### src/verilog/clr_pkg.sv
// Shared constants and helper functions of the camera lane receiver
package clr_pkg;

    localparam int NUM_LANES = 4;
    localparam int BYTE_W = 8;
    localparam int FIFO_DEPTH = 4;

    // Low-power line pair levels, {p, n}
    localparam logic [1:0] LP_STOP = 2'h3;
    localparam logic [1:0] LP_HS_REQ = 2'h1;
    localparam logic [1:0] LP_BRIDGE = 2'h0;

    // Lane count selector codes; any other code selects four lanes
    localparam logic [1:0] CNT_ONE_LANE = 2'h0;
    localparam logic [1:0] CNT_TWO_LANES = 2'h1;

    // Packet header fields
    localparam logic [5:0] DT_SHORT_MAX = 6'h0f;
    localparam logic [5:0] DT_FRAME_START = 6'h00;
    localparam logic [5:0] DT_FRAME_END = 6'h01;
    localparam logic [1:0] HDR_LAST = 2'h3;
    localparam logic [15:0] CRC_INIT = 16'hffff;
    localparam logic [15:0] CRC_POLY = 16'h8408;

    // Parity coverage of each header ECC bit over the 24 header bits
    localparam logic [23:0] ECC_MASK [6] = '{24'hf12cb7, 24'hf2555b, 24'h749a6d,
                                             24'hb8e38e, 24'hdf03f0, 24'heffc00};

    // Active lane mask for a lane count code
    function automatic logic [3:0] lane_mask(input logic [1:0] cnt);
        lane_mask = (cnt == CNT_ONE_LANE) ? 4'h1 : (cnt == CNT_TWO_LANES) ? 4'h3 : 4'hf;
    endfunction

    // Bytes delivered per link clock edge
    function automatic logic [2:0] lane_bytes(input logic [1:0] cnt);
        lane_bytes = (cnt == CNT_ONE_LANE) ? 3'h1 : (cnt == CNT_TWO_LANES) ? 3'h2 : 3'h4;
    endfunction

    function automatic logic [5:0] ecc_calc(input logic [23:0] d);
        logic [5:0] p;
        p = 6'h00;
        for (int k = 0; k < 6; k++)
            p[k] = ^(d & ECC_MASK[k]);
        return p;
    endfunction

    // Returns {double_err, corrected, header}; single errors are repaired
    function automatic logic [25:0] ecc_fix(input logic [23:0] d, input logic [5:0] p);
        logic [5:0] syn;
        logic [5:0] col;
        logic [23:0] fixed;
        logic hit;
        syn = ecc_calc(d) ^ p;
        fixed = d;
        hit = 1'b0;
        for (int i = 0; i < 24; i++)
        begin
            for (int k = 0; k < 6; k++)
                col[k] = ECC_MASK[k][i];
            if (syn == col)
            begin
                fixed[i] = ~d[i];
                hit = 1'b1;
            end
        end
        if (syn == 6'h00)
            return {2'h0, d};
        else if ($onehot(syn) || hit)
            return {2'h1, fixed};
        else
            return {2'h2, d};
    endfunction

    // Payload checksum, one byte, low bit first
    function automatic logic [15:0] crc_byte(input logic [15:0] c, input logic [7:0] b);
        logic [15:0] r;
        r = c;
        for (int i = 0; i < 8; i++)
            r = (r[0] ^ b[i]) ? ((r >> 1) ^ CRC_POLY) : (r >> 1);
        return r;
    endfunction

endpackage

### src/verilog/clr_lane_fsm.sv
// Low-power / high-speed state tracker for one lane
`timescale 1ns/1ps

module clr_lane_fsm (
    input wire logic ref_clk_in,
    input wire logic rst_in,
    input wire logic enable_in,
    input wire logic force_hs_in,
    input wire logic [1:0] lp_in,
    output logic hs_mode_out,
    output logic term_en_out,
    output logic sot_out,
    output logic eot_out
);

    typedef enum logic [3:0] {
        LN_STOP = 4'h1,
        LN_REQ = 4'h2,
        LN_HS = 4'h4,
        LN_EXIT = 4'h8
    } clr_lane_e;

    clr_lane_e state_r;
    clr_lane_e state_nxt;

    // Next lane state from the line levels
    always_comb
    begin
        state_nxt = state_r;
        case (state_r)
            LN_STOP:
                if (lp_in == clr_pkg::LP_HS_REQ)
                    state_nxt = LN_REQ;
            LN_REQ:
                if (lp_in == clr_pkg::LP_BRIDGE)
                    state_nxt = LN_HS;
                else if (lp_in != clr_pkg::LP_HS_REQ)
                    state_nxt = LN_STOP;
            LN_HS:
                if (lp_in == clr_pkg::LP_STOP && !force_hs_in)
                    state_nxt = LN_EXIT;
            LN_EXIT:
                state_nxt = LN_STOP;
            default:
                state_nxt = LN_STOP;
        endcase
        if (!enable_in)
            state_nxt = LN_STOP;
    end

    // Lane state; escape entry is never decoded
    always_ff @(posedge ref_clk_in)
    begin
        if (rst_in)
            state_r <= LN_STOP;
        else
            state_r <= state_nxt;
    end

    // Burst edge pulses
    always_ff @(posedge ref_clk_in)
    begin
        if (rst_in)
        begin
            sot_out <= 1'b0;
            eot_out <= 1'b0;
        end
        else
        begin
            sot_out <= (state_r != LN_HS) && (state_nxt == LN_HS);
            eot_out <= (state_r == LN_HS) && (state_nxt != LN_HS);
        end
    end

    assign hs_mode_out = (state_r == LN_HS);
    assign term_en_out = (state_r == LN_HS);
endmodule // clr_lane_fsm

### src/verilog/clr_fifo.sv
// Small synchronous FIFO with valid/ready on both sides
`timescale 1ns/1ps

module clr_fifo #(
    parameter int WIDTH = 8,
    parameter int DEPTH = 4
) (
    input wire logic ref_clk_in,
    input wire logic rst_in,
    input wire logic in_valid_in,
    output logic in_ready_out,
    input wire logic [WIDTH-1:0] in_data_in,
    output logic out_valid_out,
    input wire logic out_ready_in,
    output logic [WIDTH-1:0] out_data_out
);

    localparam int AW = $clog2(DEPTH);

    logic [WIDTH-1:0] mem_r [DEPTH];
    logic [AW-1:0] wr_ptr_r;
    logic [AW-1:0] rd_ptr_r;
    logic [AW:0] count_r;
    logic push;
    logic pop;

    assign in_ready_out = (count_r != (AW+1)'(DEPTH));
    assign out_valid_out = (count_r != '0);
    assign push = in_valid_in && in_ready_out;
    assign pop = out_valid_out && out_ready_in;
    assign out_data_out = mem_r[rd_ptr_r];

    // Storage; wrap relies on a power-of-two depth
    always_ff @(posedge ref_clk_in)
    begin
        if (push)
            mem_r[wr_ptr_r] <= in_data_in;
    end

    // Pointers and fill level
    always_ff @(posedge ref_clk_in)
    begin
        if (rst_in)
        begin
            wr_ptr_r <= '0;
            rd_ptr_r <= '0;
            count_r <= '0;
        end
        else
        begin
            wr_ptr_r <= push ? wr_ptr_r + AW'(1) : wr_ptr_r;
            rd_ptr_r <= pop ? rd_ptr_r + AW'(1) : rd_ptr_r;
            count_r <= count_r + {{AW{1'b0}}, push} - {{AW{1'b0}}, pop};
        end
    end
endmodule // clr_fifo

### src/verilog/clr_rx_top.sv
// Camera lane receiver: lane tracking, byte merge and packet parsing
`timescale 1ns/1ps

// Summary of operation
// - One clock lane plus one, two or four data lanes are accepted.
// - Receive only; no lane pin is ever driven by this block.
// - Escape mode is not decoded; the sensor must not use it.
// - Each data lane is either in control mode or in high speed.
// - Stop, then request, then bridge levels enter high-speed reception.
// - A lane stays in high speed until it sees the stop state.
// - Leaving high speed passes through a transition state.
// - Termination is enabled while high-speed data is received.
// - Clock lane uses the same states, entry and termination as data.
// - Continuous or gated clock-lane mode is chosen by a configuration bit.
// - In continuous mode the clock lane stays in high speed.
// - Every received packet is classified as short or long.
// - Short packets give sync events; long payload follows frame start.
// - Data types 0x00 to 0x0F are short; all others are long.
// - Long packet: id, byte count, ECC, payload bytes, 16-bit checksum.
// - Header ECC fixes single-bit errors and flags double-bit errors.
// - Payload checksum is computed, compared with footer, mismatch flagged.
module clr_rx_top (
    input wire logic ref_clk_in,
    input wire logic rst_in,
    input wire logic [1:0] lane_count_in,
    input wire logic cont_clk_mode_in,
    input wire logic [1:0] clk_lp_in,
    input wire logic [7:0] data_lp_in,
    input wire logic link_clk_in,
    input wire logic [31:0] hs_byte_in,
    output logic clk_term_en_out,
    output logic [3:0] data_term_en_out,
    output logic [3:0] data_hs_mode_out,
    output logic [7:0] payload_data_out,
    output logic payload_valid_out,
    input wire logic payload_ready_in,
    output logic short_valid_out,
    output logic [7:0] short_id_out,
    output logic [15:0] short_data_out,
    output logic long_done_out,
    output logic frame_active_out,
    output logic ecc_corrected_out,
    output logic ecc_error_out,
    output logic crc_error_out,
    output logic rx_error_out
);

    typedef enum logic [3:0] {
        PS_HDR = 4'h1,
        PS_PAY = 4'h2,
        PS_CRC = 4'h4,
        PS_IDLE = 4'h8
    } clr_parse_e;

    // Two-stage pin synchroniser, first stage read only by the second
    logic [42:0] sync1_r;
    logic [42:0] sync2_r;

    always_ff @(posedge ref_clk_in)
    begin
        if (rst_in)
        begin
            sync1_r <= '0;
            sync2_r <= '0;
        end
        else
        begin
            sync1_r <= {hs_byte_in, link_clk_in, data_lp_in, clk_lp_in};
            sync2_r <= sync1_r;
        end
    end

    logic [1:0] clk_lp_s;
    logic [7:0] data_lp_s;
    logic link_clk_s;
    logic [31:0] hs_byte_s;

    assign clk_lp_s = sync2_r[1:0];
    assign data_lp_s = sync2_r[9:2];
    assign link_clk_s = sync2_r[10];
    assign hs_byte_s = sync2_r[42:11];

    // Lane trackers; unused lanes are held in stop
    logic [3:0] act_mask;
    logic [3:0] lane_sot;
    logic [3:0] lane_eot;
    logic clk_hs;

    assign act_mask = clr_pkg::lane_mask(lane_count_in);

    for (genvar g = 0; g < clr_pkg::NUM_LANES; g++)
    begin : g_lane
        clr_lane_fsm u_lane (
            .ref_clk_in(ref_clk_in),
            .rst_in(rst_in),
            .enable_in(act_mask[g]),
            .force_hs_in(1'b0),
            .lp_in(data_lp_s[2*g +: 2]),
            .hs_mode_out(data_hs_mode_out[g]),
            .term_en_out(data_term_en_out[g]),
            .sot_out(lane_sot[g]),
            .eot_out(lane_eot[g])
        );
    end

    // Clock lane tracker, pinned in high speed in continuous mode
    clr_lane_fsm u_clk_lane (
        .ref_clk_in(ref_clk_in),
        .rst_in(rst_in),
        .enable_in(1'b1),
        .force_hs_in(cont_clk_mode_in),
        .lp_in(clk_lp_s),
        .hs_mode_out(clk_hs),
        .term_en_out(clk_term_en_out),
        .sot_out(),
        .eot_out()
    );

    // Link clock edge finder; data is sampled half a period from its change
    logic link_clk_d_r;
    logic link_edge;
    logic burst;

    always_ff @(posedge ref_clk_in)
    begin
        if (rst_in)
            link_clk_d_r <= 1'b0;
        else
            link_clk_d_r <= link_clk_s;
    end

    assign burst = data_hs_mode_out[0];
    assign link_edge = link_clk_s && !link_clk_d_r && clk_hs && burst;

    // Byte staging: one word per link edge, drained one byte per cycle
    logic [31:0] word_r;
    logic [2:0] left_r;
    logic [1:0] idx_r;
    logic [7:0] byte_cur;
    logic byte_take;
    logic stall;
    logic overrun;
    logic fifo_in_ready;
    logic fifo_push;
    clr_parse_e pstate_r;
    logic frame_open_r;

    assign byte_cur = word_r[{idx_r, 3'h0} +: 8];
    assign stall = (pstate_r == PS_PAY) && frame_open_r && !fifo_in_ready;
    assign byte_take = (left_r != 3'h0) && !stall;
    assign overrun = link_edge && (left_r != 3'h0) && !(left_r == 3'h1 && byte_take);

    always_ff @(posedge ref_clk_in)
    begin
        if (rst_in)
        begin
            word_r <= '0;
            left_r <= 3'h0;
            idx_r <= 2'h0;
        end
        else if (link_edge)
        begin
            word_r <= hs_byte_s & {{8{act_mask[3]}}, {8{act_mask[2]}},
                                   {8{act_mask[1]}}, {8{act_mask[0]}}};
            left_r <= clr_pkg::lane_bytes(lane_count_in);
            idx_r <= 2'h0;
        end
        else if (byte_take)
        begin
            left_r <= left_r - 3'h1;
            idx_r <= idx_r + 2'h1;
        end
    end

    // Burst end waits until staged bytes have drained
    logic end_pend_r;
    logic burst_end;

    assign burst_end = (end_pend_r || lane_eot[0]) && (left_r == 3'h0) && !link_edge;

    always_ff @(posedge ref_clk_in)
    begin
        if (rst_in)
            end_pend_r <= 1'b0;
        else if (burst_end || lane_sot[0])
            end_pend_r <= 1'b0;
        else if (lane_eot[0])
            end_pend_r <= 1'b1;
    end

    // Header decode from three held bytes plus the ECC byte
    logic [23:0] hdr_r;
    logic [1:0] hcnt_r;
    logic [25:0] ecc_res;
    logic [5:0] dtype;
    logic is_short;

    assign ecc_res = clr_pkg::ecc_fix(hdr_r, byte_cur[5:0]);
    assign dtype = ecc_res[5:0];
    assign is_short = (dtype <= clr_pkg::DT_SHORT_MAX);

    // Packet parser
    logic [15:0] wc_r;
    logic [15:0] crc_r;
    logic [7:0] crc_lo_r;
    logic crc_half_r;
    logic hdr_done;

    assign hdr_done = byte_take && (pstate_r == PS_HDR) && (hcnt_r == clr_pkg::HDR_LAST);

    always_ff @(posedge ref_clk_in)
    begin
        if (rst_in)
        begin
            pstate_r <= PS_HDR;
            hdr_r <= '0;
            hcnt_r <= 2'h0;
            wc_r <= '0;
            crc_r <= clr_pkg::CRC_INIT;
            crc_lo_r <= '0;
            crc_half_r <= 1'b0;
        end
        else if (burst_end)
        begin
            pstate_r <= PS_HDR;
            hcnt_r <= 2'h0;
            crc_half_r <= 1'b0;
        end
        else if (byte_take)
        begin
            case (pstate_r)
                PS_HDR:
                begin
                    if (hcnt_r != clr_pkg::HDR_LAST)
                        hdr_r[{hcnt_r, 3'h0} +: 8] <= byte_cur; // ECC byte is not stored
                    hcnt_r <= hcnt_r + 2'h1;
                    if (hcnt_r == clr_pkg::HDR_LAST)
                    begin
                        wc_r <= ecc_res[23:8];
                        crc_r <= clr_pkg::CRC_INIT;
                        if (ecc_res[25] || is_short)
                            pstate_r <= PS_IDLE;
                        else if (ecc_res[23:8] == 16'h0000)
                            pstate_r <= PS_CRC;
                        else
                            pstate_r <= PS_PAY;
                    end
                end
                PS_PAY:
                begin
                    crc_r <= clr_pkg::crc_byte(crc_r, byte_cur);
                    wc_r <= wc_r - 16'h0001;
                    if (wc_r == 16'h0001)
                        pstate_r <= PS_CRC;
                end
                PS_CRC:
                begin
                    crc_lo_r <= byte_cur;
                    crc_half_r <= !crc_half_r;
                    if (crc_half_r)
                        pstate_r <= PS_IDLE;
                end
                PS_IDLE:
                    pstate_r <= PS_IDLE; // Trailing fill ignored until stop
                default:
                    pstate_r <= PS_IDLE;
            endcase
        end
    end

    // Frame window opened by frame start, closed by frame end
    always_ff @(posedge ref_clk_in)
    begin
        if (rst_in)
            frame_open_r <= 1'b0;
        else if (hdr_done && !ecc_res[25] && dtype == clr_pkg::DT_FRAME_START)
            frame_open_r <= 1'b1;
        else if (hdr_done && !ecc_res[25] && dtype == clr_pkg::DT_FRAME_END)
            frame_open_r <= 1'b0;
    end

    // Short packet event and status pulses, all registered
    logic crc_done;
    logic crc_bad;

    assign crc_done = byte_take && (pstate_r == PS_CRC) && crc_half_r;
    assign crc_bad = ({byte_cur, crc_lo_r} != crc_r);

    always_ff @(posedge ref_clk_in)
    begin
        if (rst_in)
        begin
            short_valid_out <= 1'b0;
            short_id_out <= '0;
            short_data_out <= '0;
            long_done_out <= 1'b0;
            ecc_corrected_out <= 1'b0;
            ecc_error_out <= 1'b0;
            crc_error_out <= 1'b0;
            rx_error_out <= 1'b0;
        end
        else
        begin
            short_valid_out <= hdr_done && !ecc_res[25] && is_short;
            if (hdr_done && !ecc_res[25])
            begin
                short_id_out <= ecc_res[7:0];
                short_data_out <= ecc_res[23:8];
            end
            long_done_out <= crc_done;
            ecc_corrected_out <= hdr_done && ecc_res[24];
            ecc_error_out <= hdr_done && ecc_res[25];
            crc_error_out <= crc_done && crc_bad;
            rx_error_out <= overrun || (burst_end && (pstate_r == PS_PAY
                || pstate_r == PS_CRC || (pstate_r == PS_HDR && hcnt_r != 2'h0)));
        end
    end

    assign frame_active_out = frame_open_r;

    // Payload bytes queue for the downstream consumer
    assign fifo_push = byte_take && (pstate_r == PS_PAY) && frame_open_r;

    clr_fifo #(
        .WIDTH(clr_pkg::BYTE_W),
        .DEPTH(clr_pkg::FIFO_DEPTH)
    ) u_fifo (
        .ref_clk_in(ref_clk_in),
        .rst_in(rst_in),
        .in_valid_in(fifo_push),
        .in_ready_out(fifo_in_ready),
        .in_data_in(byte_cur),
        .out_valid_out(payload_valid_out),
        .out_ready_in(payload_ready_in),
        .out_data_out(payload_data_out)
    );
endmodule // clr_rx_top

### config.mk
export PLATFORM = sky130hd
export DESIGN_NAME = clr_rx_top
export DESIGN_NICKNAME = d
export VERILOG_FILES = /design/src/verilog/clr_pkg.sv /design/src/verilog/clr_lane_fsm.sv /design/src/verilog/clr_fifo.sv /design/src/verilog/clr_rx_top.sv
export SDC_FILE = /design/constraint.sdc
export NUM_CORES = 1
export LEC_CHECK = 0
export BUFFER_PORTS_ARGS = -buffer_cell sky130_fd_sc_hd__buf_4
export CORE_AREA = 2 2 153 155
export CTS_CLUSTER_DIAMETER = 120
export CTS_CLUSTER_SIZE = 40
export DETAILED_ROUTE_END_ITERATION = 6
export DIE_AREA = 0 0 155 157
export PLACE_DENSITY_LB_ADDON = 0.12
export SLEW_MARGIN = 10
export SYNTH_ARGS = -nofsm -noshare
export SYNTH_HDL_FRONTEND = slang
export SYNTH_SLANG_ARGS = --single-unit
### constraint.sdc
create_clock -name ref_clk_in -period 5.8 [get_ports ref_clk_in]
set_input_delay 0.87 -clock ref_clk_in [delete_from_list [all_inputs] [get_ports ref_clk_in]]
set_output_delay 0.87 -clock ref_clk_in [all_outputs]
set_load 0.05 [all_outputs]
==> flow_summary.yaml, run 1 <==
cts:
  htreeDepth: 1
  cts_max_path_buffers: 3
  cts_root_buf: "clkbuf_16"
  clock_latency_ps: 510
  clkSinkCount: 290
  cts_tree: "built"
  cts-buffers-inserted: 11
  post_cts_buffers: 0
  clk_pin_slew_ps: 140
  cts_resized: 0
  postCtsHoldBufs: 0
critical_path:
  critical-path-top-delay-family: "adder cells"
  endpoint: "short_data_out[2]"
  path_buf_inv: 3
  slowest_delay_ps: 720
  worstSetupStartpointType: "flip-flop"
  cp_max_fo: 25
  startpoint: "idx_r[0]"
  cp_num_cells: 16
  r2r_cells: 16
  reg2reg_to: "short_data_out[2]"
  crit_required_ps: 6220
  worstSetupPathType: "flip-flop to flip-flop"
  critical_path.cell_chain: "mux4_2, xnor2_1, xnor2_1, xnor2_1, inv_1, fa_1, inv_1, fa_1, ha_1, fa_1, nor3b_1, a2111oi_0, and3_1, a21o_1, buf_12, mux2_2"
  r2r_start: "idx_r[0]"
  slowest_stage: "mux4_2"
  crit_arrival_ps: 5730
  worst_setup_path_end_kind: "flip-flop"
  regToRegSetupSlack_ps: 480
logic_synthesis:
  ys_warn_count: 0
  synth.avg_cell_area_um2: 9.468
  synth_top_flop_cell: "dfxtp_1"
  synth_most_common_cell: "dfxtp_1"
  ys_seq_elements: 290
  synth_cell_types: 70
  synth-seq-area-share_pct: 45.86
  synthArstFlopShare_pct: 0
  syn_nets: 1485
  mappedNetlistArea_um2: 13360
  synth_top_area_share_pct: 38.66
  synth_common_cells: "dfxtp_1, nand2_1, nor2b_1"
  synth.area.top_cells: "dfxtp_1, edfxtp_1, xnor2_1, nor2b_1, nand2_1"
  yosys.area.top_type: "dfxtp_1"
  synth_edf_count: 32
  synthCells: 1411
cells_and_area:
  diodes: 0
  area_delta_synth_final_pct: 7.951
  multi_input_comb_area_um2: 6603
  nNetsFinal: 1505
  drive_gt1_share_pct: 12.13
  nFillCells: 1944
  ff_latch_area_um2: 6126
floorplan:
  io_pins: 98
  die_height_um: 157
  core-area_um2: 22500
  die_area_um2: 24340
  die_w_um: 155
  core.rowCount: 55
  start_util_pct: 59.37
timing:
  fin_crit_sh_pct: 91.65
  setup_viol_count_final: 0
  worst_slack_ps: 484.3
  maxSlewHeadroom_pct: 34.43
  max_slew.worst_pin.slew_ps: 976.1
  finalHoldViolations: 0
  fin_crit_ps: 5316
  fin_tns_setup_ps: 0
  grt_setup_unrepaired: "no"
  timing.clock.skew_ps: 59.21
  clock.fmax_ghz: 0.1881
  slew_viol_final: 0
routing:
  routed_wl_mm: 29.41
  drtPass1Iterations: 5
  drt_iter0_markers: 715
  antenna_left: 0
  drt-wirelength-per-cell_um: 17.11
  drc_errors: 0
  viasPerCell: 5.692
  dr_total_vias: 9784
power:
  power_frac_seq_pct: 56.3
  p_clk_share_pct: 25.0
  intPower_uw: 2761
  vdd.ir_drop.worst_mv: 0.2279
  combPwrFrac_pct: 18.7
  cellPowerDensity_nw_per_um2: 270.6
  power.switching_uw: 1142
  swShare_pct: 29.25
  leakagePower_uw: 0.005358
global_routing:
  grt_pass1_wl_mm: 47.82
  overflow: 0
  first_global_vias: 9153
  antenna_found_initial: 0
  grt_usage_pct: 24.33
  grt_max_degree: 120
place:
  post-place-ws_ps: 584.2
  port-buffer-count: 97
  dp_hpwl_mm: 20.57
  gp_congestion: 0.9111
min_path:
  hp-class: "flip-flop to flip-flop"
run:
  drv_cap: 0
outcome:
  outcome: "finished, final reports clean"
==> logic make-up (layout without fill, tap and decap cells) <==
family          Yosys count  in the layout  share of synthesized area [%]
xor+xnor                135            135                          10.33
buf+inv                 144            167                          4.833
compound gates          228            228                          10.55
mux                      45             45                          5.367
flops                   290            290                          45.86
fa+ha+maj                25             25                          2.566
simple gates            544            544                          20.50
==> cell type report <==
cell class / instances / area share, %
inverters: 40 / 1.041
clock inverters: 2 / 0.2603
well taps: 285 / 2.473
repair buffers: 111 / 5.978
multi-input cells: 977 / 45.78
flip-flops and latches: 290 / 42.48
clock buffers: 14 / 1.987
==> per-stage QoR <==
step	total power, uW	std cells	hold slack, ps	util [%]	instance area [um2]
floorplan	2780	1411	376.3	-	13360
global placement	2958	1703	386.8	62.65	14100
global route	4074	1719	427.2	64.09	14420
CTS	3925	1719	417.5	64.09	14420
detailed placement	2972	1703	406.8	62.65	14100
finish	3903	1719	417.0	64.09	14420
==> registers in the layout, indices dropped and copies added (netlist names), 16 cells and up, named ones only <==
name	flops
sync1_r	43
sync2_r	43
u_fifo.mem_r	32
word_r	32
hdr_r	24
crc_r	16
g_lane.u_lane.state_r	16
short_data_out	16
wc_r	16
==> power groups by stage <==
stage | Combinational (uW) | Clock [uW] | Sequential [uW]
6_report | 729 | 977 | 2200
5_1_grt | 800 | 1060 | 2210
4_1_cts | 732 | 995 | 2200
3_5_place_dp | 728 | 0 | 2240
3_3_place_gp | 718 | 0 | 2240
2_1_floorplan | 584 | 0 | 2200
==> cell usage in the layout, fill, tap and decap left out, drive strengths merged, types with 17 or more instances in the layout <==
cell / netlist / layout
xor2: 31 / 31
dfxtp: 258 / 258
o21ai: 33 / 33
a211oi: 23 / 23
xnor2: 90 / 90
buf: 31 / 111
nor3: 47 / 47
nand2: 129 / 129
mux2: 17 / 17
ha: 21 / 21
nor2: 111 / 111
inv: 39 / 39
nand3: 50 / 50
nor2b: 117 / 117
edfxtp: 32 / 32
a21oi: 92 / 92
==> worst min path at each step <==
stage / from / to / cells after the start
floorplan: g_lane[0].u_lane.sot_out / end_pend_r / 1
global placement: g_lane[0].u_lane.sot_out / end_pend_r / 1
detailed placement: g_lane[0].u_lane.sot_out / end_pend_r / 1
CTS: sync1_r[32] / sync2_r[32] / 1
global route: sync1_r[33] / sync2_r[33] / 1
finish: g_lane[0].u_lane.sot_out / end_pend_r / 1
==> per-layer routing <==
metal	vias up	wire, um	track usage (%)
met5	-	0	0
met4	0	614	5.644
met3	36	1679	3.331
met2	265	13270	38.84
met1	4627	13850	35.33
li1	4856	-	-
Power figures use the tool's default switching activity.
==> run 2, diff against run 1 <==
==> constraint.sdc (replaced) <==
create_clock -name ref_clk_in -period 5.85 [get_ports ref_clk_in]
set_input_delay 0.8775 -clock ref_clk_in [delete_from_list [all_inputs] [get_ports ref_clk_in]]
set_output_delay 0.8775 -clock ref_clk_in [all_outputs]
set_load 0.1 [all_outputs]
==> flow_summary.yaml, run 2 (same netlist as run 1, synthesis figures left out) <==
routing:
  drc_errors: 0
  drt-wirelength-per-cell_um: 17.39
  viasPerCell: 5.713
  dr_total_vias: 9832
  drtPass1Iterations: 5
  routed_wl_mm: 29.93
  drt_iter0_markers: 767
  antenna_left: 0
cts:
  clkSinkCount: 290
  clk_pin_slew_ps: 150
  clock_latency_ps: 510
  cts_root_buf: "clkbuf_16"
  post_cts_buffers: 0
  cts_tree: "built"
  cts_resized: 0
  cts-buffers-inserted: 11
  postCtsHoldBufs: 0
  cts_max_path_buffers: 3
  htreeDepth: 1
cells_and_area:
  diodes: 0
  drive_gt1_share_pct: 12.26
  mostFrequentLayoutCells: "dfxtp_1, nand2_1, nor2b_1, buf_4, nor2_1"
  area_delta_synth_final_pct: 7.839
  mostFrequentLayoutCell: "dfxtp_1"
  reg_top3: "sync1_r: 43 flops, sync2_r: 43 flops"
  nFillCells: 1895
  nNetsFinal: 1507
  stdcell_area_um2: 14410
run:
  drv_cap: 0
critical_path:
  worst_setup_path_end_kind: "flip-flop"
  cp_max_fo: 25
  worstSetupStartpointType: "flip-flop"
  worstSetupPathType: "flip-flop to flip-flop"
  crit_arrival_ps: 5810
  crit_required_ps: 6270
  r2r_cells: 16
global_routing:
  grt_pass1_wl_mm: 48.53
  grt_usage_pct: 24.66
  first_global_vias: 9367
  overflow: 0
  grt_max_degree: 88
  antenna_found_initial: 0
timing:
  clock.fmax_ghz: 0.1852
  timing.clock.skew_ps: 39.72
  fin_tns_setup_ps: 0
  grt_setup_unrepaired: "no"
  hold-worst-slack_ps: 419.6
  maxSlewHeadroom_pct: 27.44
  fin_crit_sh_pct: 92.30
  max_slew.worst_pin.slew_ps: 1086
  setup_viol_count_final: 0
  finalHoldViolations: 0
  slew_viol_final: 0
  fin_crit_ps: 5400
floorplan:
  io_pins: 98
  core.rowCount: 55
  die_w_um: 155
  die_height_um: 157
  core-area_um2: 22500
  start_util_pct: 59.37
  die_area_um2: 24340
power:
  vdd.ir_drop.worst_mv: 0.2352
  leakagePower_uw: 0.005360
  power_uw: 3985
  cellPowerDensity_nw_per_um2: 276.6
min_path:
  hold_depth: 1
  hp-class: "flip-flop to flip-flop"
place:
  port-buffer-count: 97
  dp_hpwl_mm: 20.92
  gp_congestion: 0.9252
  dpl-instance-area_um2: 14090
outcome:
  outcome: "finished, final reports clean"
-- run 2: changes by cell type in the layout (fill, tap and decap cells not counted), sizes merged --
cell,previous run,this run
clkinvlp,1,0
clkinv,2,1
inv,39,41
buf,111,113
-- run 2: worst paths after layout --
kind / startpoint / end / slack (ps)
worst min register to register: g_lane[0].u_lane.sot_out / end_pend_r / 420
worst max-delay path: idx_r[0] / short_data_out[2] / 450
worst max register to register: idx_r[0] / short_data_out[2] / 450
worst min-delay path: g_lane[0].u_lane.sot_out / end_pend_r / 420
-- run 2: power by group --
part	internal, uW	leakage [uW]	switching, uW
combinational	284	0.00281	548
sequential	2090	0.00240	92.2
clock	368	0.000154	606
-- run 2: cell type report --
| cell class | count | area [um2] | area share (%) |
|---|---|---|---|
| Sequential cell | 290 | 6126 | 42.52 |
| Clock inverter | 2 | 32.53 | 0.2258 |
| Clock buffer | 14 | 286.5 | 1.989 |
| Timing Repair Buffer | 113 | 852.1 | 5.915 |
| Inverter | 40 | 150.1 | 1.042 |
| Multi-Input combinational cell | 977 | 6603 | 45.83 |
| Tap cell | 285 | 356.6 | 2.475 |
-- run 2: through the flow --
step                      utilization [%]  instances  setup WS, ps
after detailed placement            62.60       1705         506.6
after floorplan                         -       1411         809.3
after global placement              62.60       1705         583.7
final                               64.02       1721         450.4
after global routing                64.02       1721         128.7
after CTS                           64.02       1721         475.6
-- run 2: worst max-delay path, cell delays in order, from the launching register on --
cell,delay (ps)
dfxtp_1,540
mux4_2,720
xnor2_1,270
xnor2_1,120
xnor2_1,290
inv_1,160
fa_1,500
inv_1,50
fa_1,440
ha_1,210
fa_1,480
nor3b_1,50
a2111oi_0,380
and3_1,250
a21o_1,120
buf_4,350
mux2_2,380
-- run 2: layer usage --
layer / routed length [um] / global-route usage (%) / up-vias
li1: - / - / 4854
met1: 13940 / 35.06 / 4677
met2: 13640 / 40.00 / 269
met3: 1896 / 4.047 / 32
met4: 453 / 5.071 / 0
met5: 0 / 0 / -
==> run 3, diff against run 2 <==
--- a/config.mk
+++ b/config.mk
@@ -5,12 +5,12 @@
 export SDC_FILE = /design/constraint.sdc
 export NUM_CORES = 1
 export LEC_CHECK = 0
-export BUFFER_PORTS_ARGS = -buffer_cell sky130_fd_sc_hd__buf_4
 export CORE_AREA = 2 2 153 155
 export CTS_CLUSTER_DIAMETER = 120
 export CTS_CLUSTER_SIZE = 40
 export DETAILED_ROUTE_END_ITERATION = 6
 export DIE_AREA = 0 0 155 157
+export DONT_BUFFER_PORTS = 1
 export PLACE_DENSITY_LB_ADDON = 0.12
 export SLEW_MARGIN = 10
 export SYNTH_ARGS = -nofsm -noshare
==> flow_summary.yaml, run 3 (same netlist as run 1, synthesis figures left out) <==
cts:
  cts-buffers-inserted: 11
  htreeDepth: 1
  post_cts_buffers: 0
  clkSinkCount: 290
  cts_resized: 0
  clk_pin_slew_ps: 150
  postCtsHoldBufs: 0
  cts_tree: "built"
  cts_root_buf: "clkbuf_16"
  clock_latency_ps: 490
  cts_max_path_buffers: 3
power:
  vdd.ir_drop.worst_mv: 0.3379
  cellPowerDensity_nw_per_um2: 277.2
  leakagePower_uw: 0.004976
floorplan:
  die_w_um: 155
  core-area_um2: 22500
  die_height_um: 157
  io_pins: 98
  core.rowCount: 55
  die_area_um2: 24340
  start_util_pct: 59.37
outcome:
  outcome: "finished, final reports clean"
cells_and_area:
  nNetsFinal: 1420
  mostFrequentLayoutCells: "dfxtp_1, nand2_1, nor2b_1, nor2_1, a21oi_1"
  drive_gt1_share_pct: 6.899
  ff_latch_area_um2: 6126
  area_delta_synth_final_pct: 4.449
  reg_top3: "sync1_r: 43 flops, sync2_r: 43 flops"
  diodes: 0
  mostFrequentLayoutCell: "dfxtp_1"
  multi_input_comb_area_um2: 6629
  stdcell_area_um2: 13950
  nFillCells: 1921
  instances_no_fill: 1633
timing:
  fin_crit_sh_pct: 88.99
  grt_setup_unrepaired: "no"
  slew_viol_final: 0
  fin_crit_ps: 5206
  maxSlewHeadroom_pct: 21.22
  clock.fmax_ghz: 0.1921
  max_slew.worst_pin.slew_ps: 1180
  timing.clock.skew_ps: 38.66
  fin_tns_setup_ps: 0
  setup_viol_count_final: 0
  finalHoldViolations: 0
routing:
  viasPerCell: 5.834
  drc_errors: 0
  antenna_left: 0
  drt-wirelength-per-cell_um: 17.87
  drt_iter0_markers: 762
  drtPass1Iterations: 5
  routed_wl_mm: 29.18
  dr_total_vias: 9527
global_routing:
  overflow: 0
  first_global_vias: 8883
  grt_max_degree: 235
  antenna_found_initial: 0
  grt_pass1_wl_mm: 46.51
  grt_usage_pct: 23.63
critical_path:
  cp_max_fo: 24
  r2r_cells: 16
  crit_required_ps: 6260
  worstSetupStartpointType: "flip-flop"
  worst_setup_path_end_kind: "flip-flop"
  crit_arrival_ps: 5610
  worstSetupPathType: "flip-flop to flip-flop"
place:
  gp_congestion: 0.9315
  dp_hpwl_mm: 20.27
  dpl-instance-area_um2: 13640
  placed_cells: 1618
  port-buffer-count: 0
min_path:
  hold_depth: 1
  hp-class: "flip-flop to flip-flop"
run:
  drv_cap: 0
## run 3: layer usage
layer / part of all wire [%] / vias up / GRT usage, %
met2: 46 / 262 / 38.41
li1: - / 4670 / -
met5: 0 / - / 0
met1: 46 / 4557 / 33.40
met4: 1.9 / 0 / 5.423
met3: 5.9 / 38 / 3.634
## run 3: cell type report
cell class	count	area share, %
repair buffers	26	2.690
well taps	285	2.556
flip-flops and latches	290	43.90
clock inverters	1	0.2152
inverters	40	1.076
clock buffers	14	2.053
multi-input cells	977	47.51
## run 3: final timing paths
check                                          end  slack, ps         from
worst max-delay path            short_data_out[15]        640     idx_r[0]
worst min-delay path                   sync2_r[34]        400  sync1_r[34]
worst max register to register  short_data_out[15]        640     idx_r[0]
worst min register to register         sync2_r[34]        400  sync1_r[34]
## run 3: where the power goes
part / switching [uW] / internal, uW / total, uW
Clock: 586 / 362 / 948
Sequential: 102 / 2090 / 2190
Combinational: 495 / 236 / 731
## run 3: worst max-delay path, cell delays in order, from the launching register on
cell	delay, ps
dfxtp_1	480
mux4_2	670
inv_1	160
xnor2_1	160
xnor2_1	110
xnor2_1	400
fa_1	500
inv_1	80
fa_1	410
ha_1	210
fa_1	480
nor3b_1	50
a2111oi_0	410
and3_1	260
a21o_1	180
buf_12	210
mux2_2	360
## run 3: stage by stage
step | worst slack (ps) | hold WS [ps] | power (uW) | utilization (%)
global route | 214.4 | 409.4 | 4042 | 62.01
global placement | 765.6 | 385.9 | 2953 | 60.60
detailed placement | 689.6 | 403.5 | 2966 | 60.60
CTS | 672.9 | 400.5 | 3901 | 62.01
floorplan | 809.3 | 376.3 | 2862 | -
finish | 643.9 | 399.4 | 3868 | 62.01
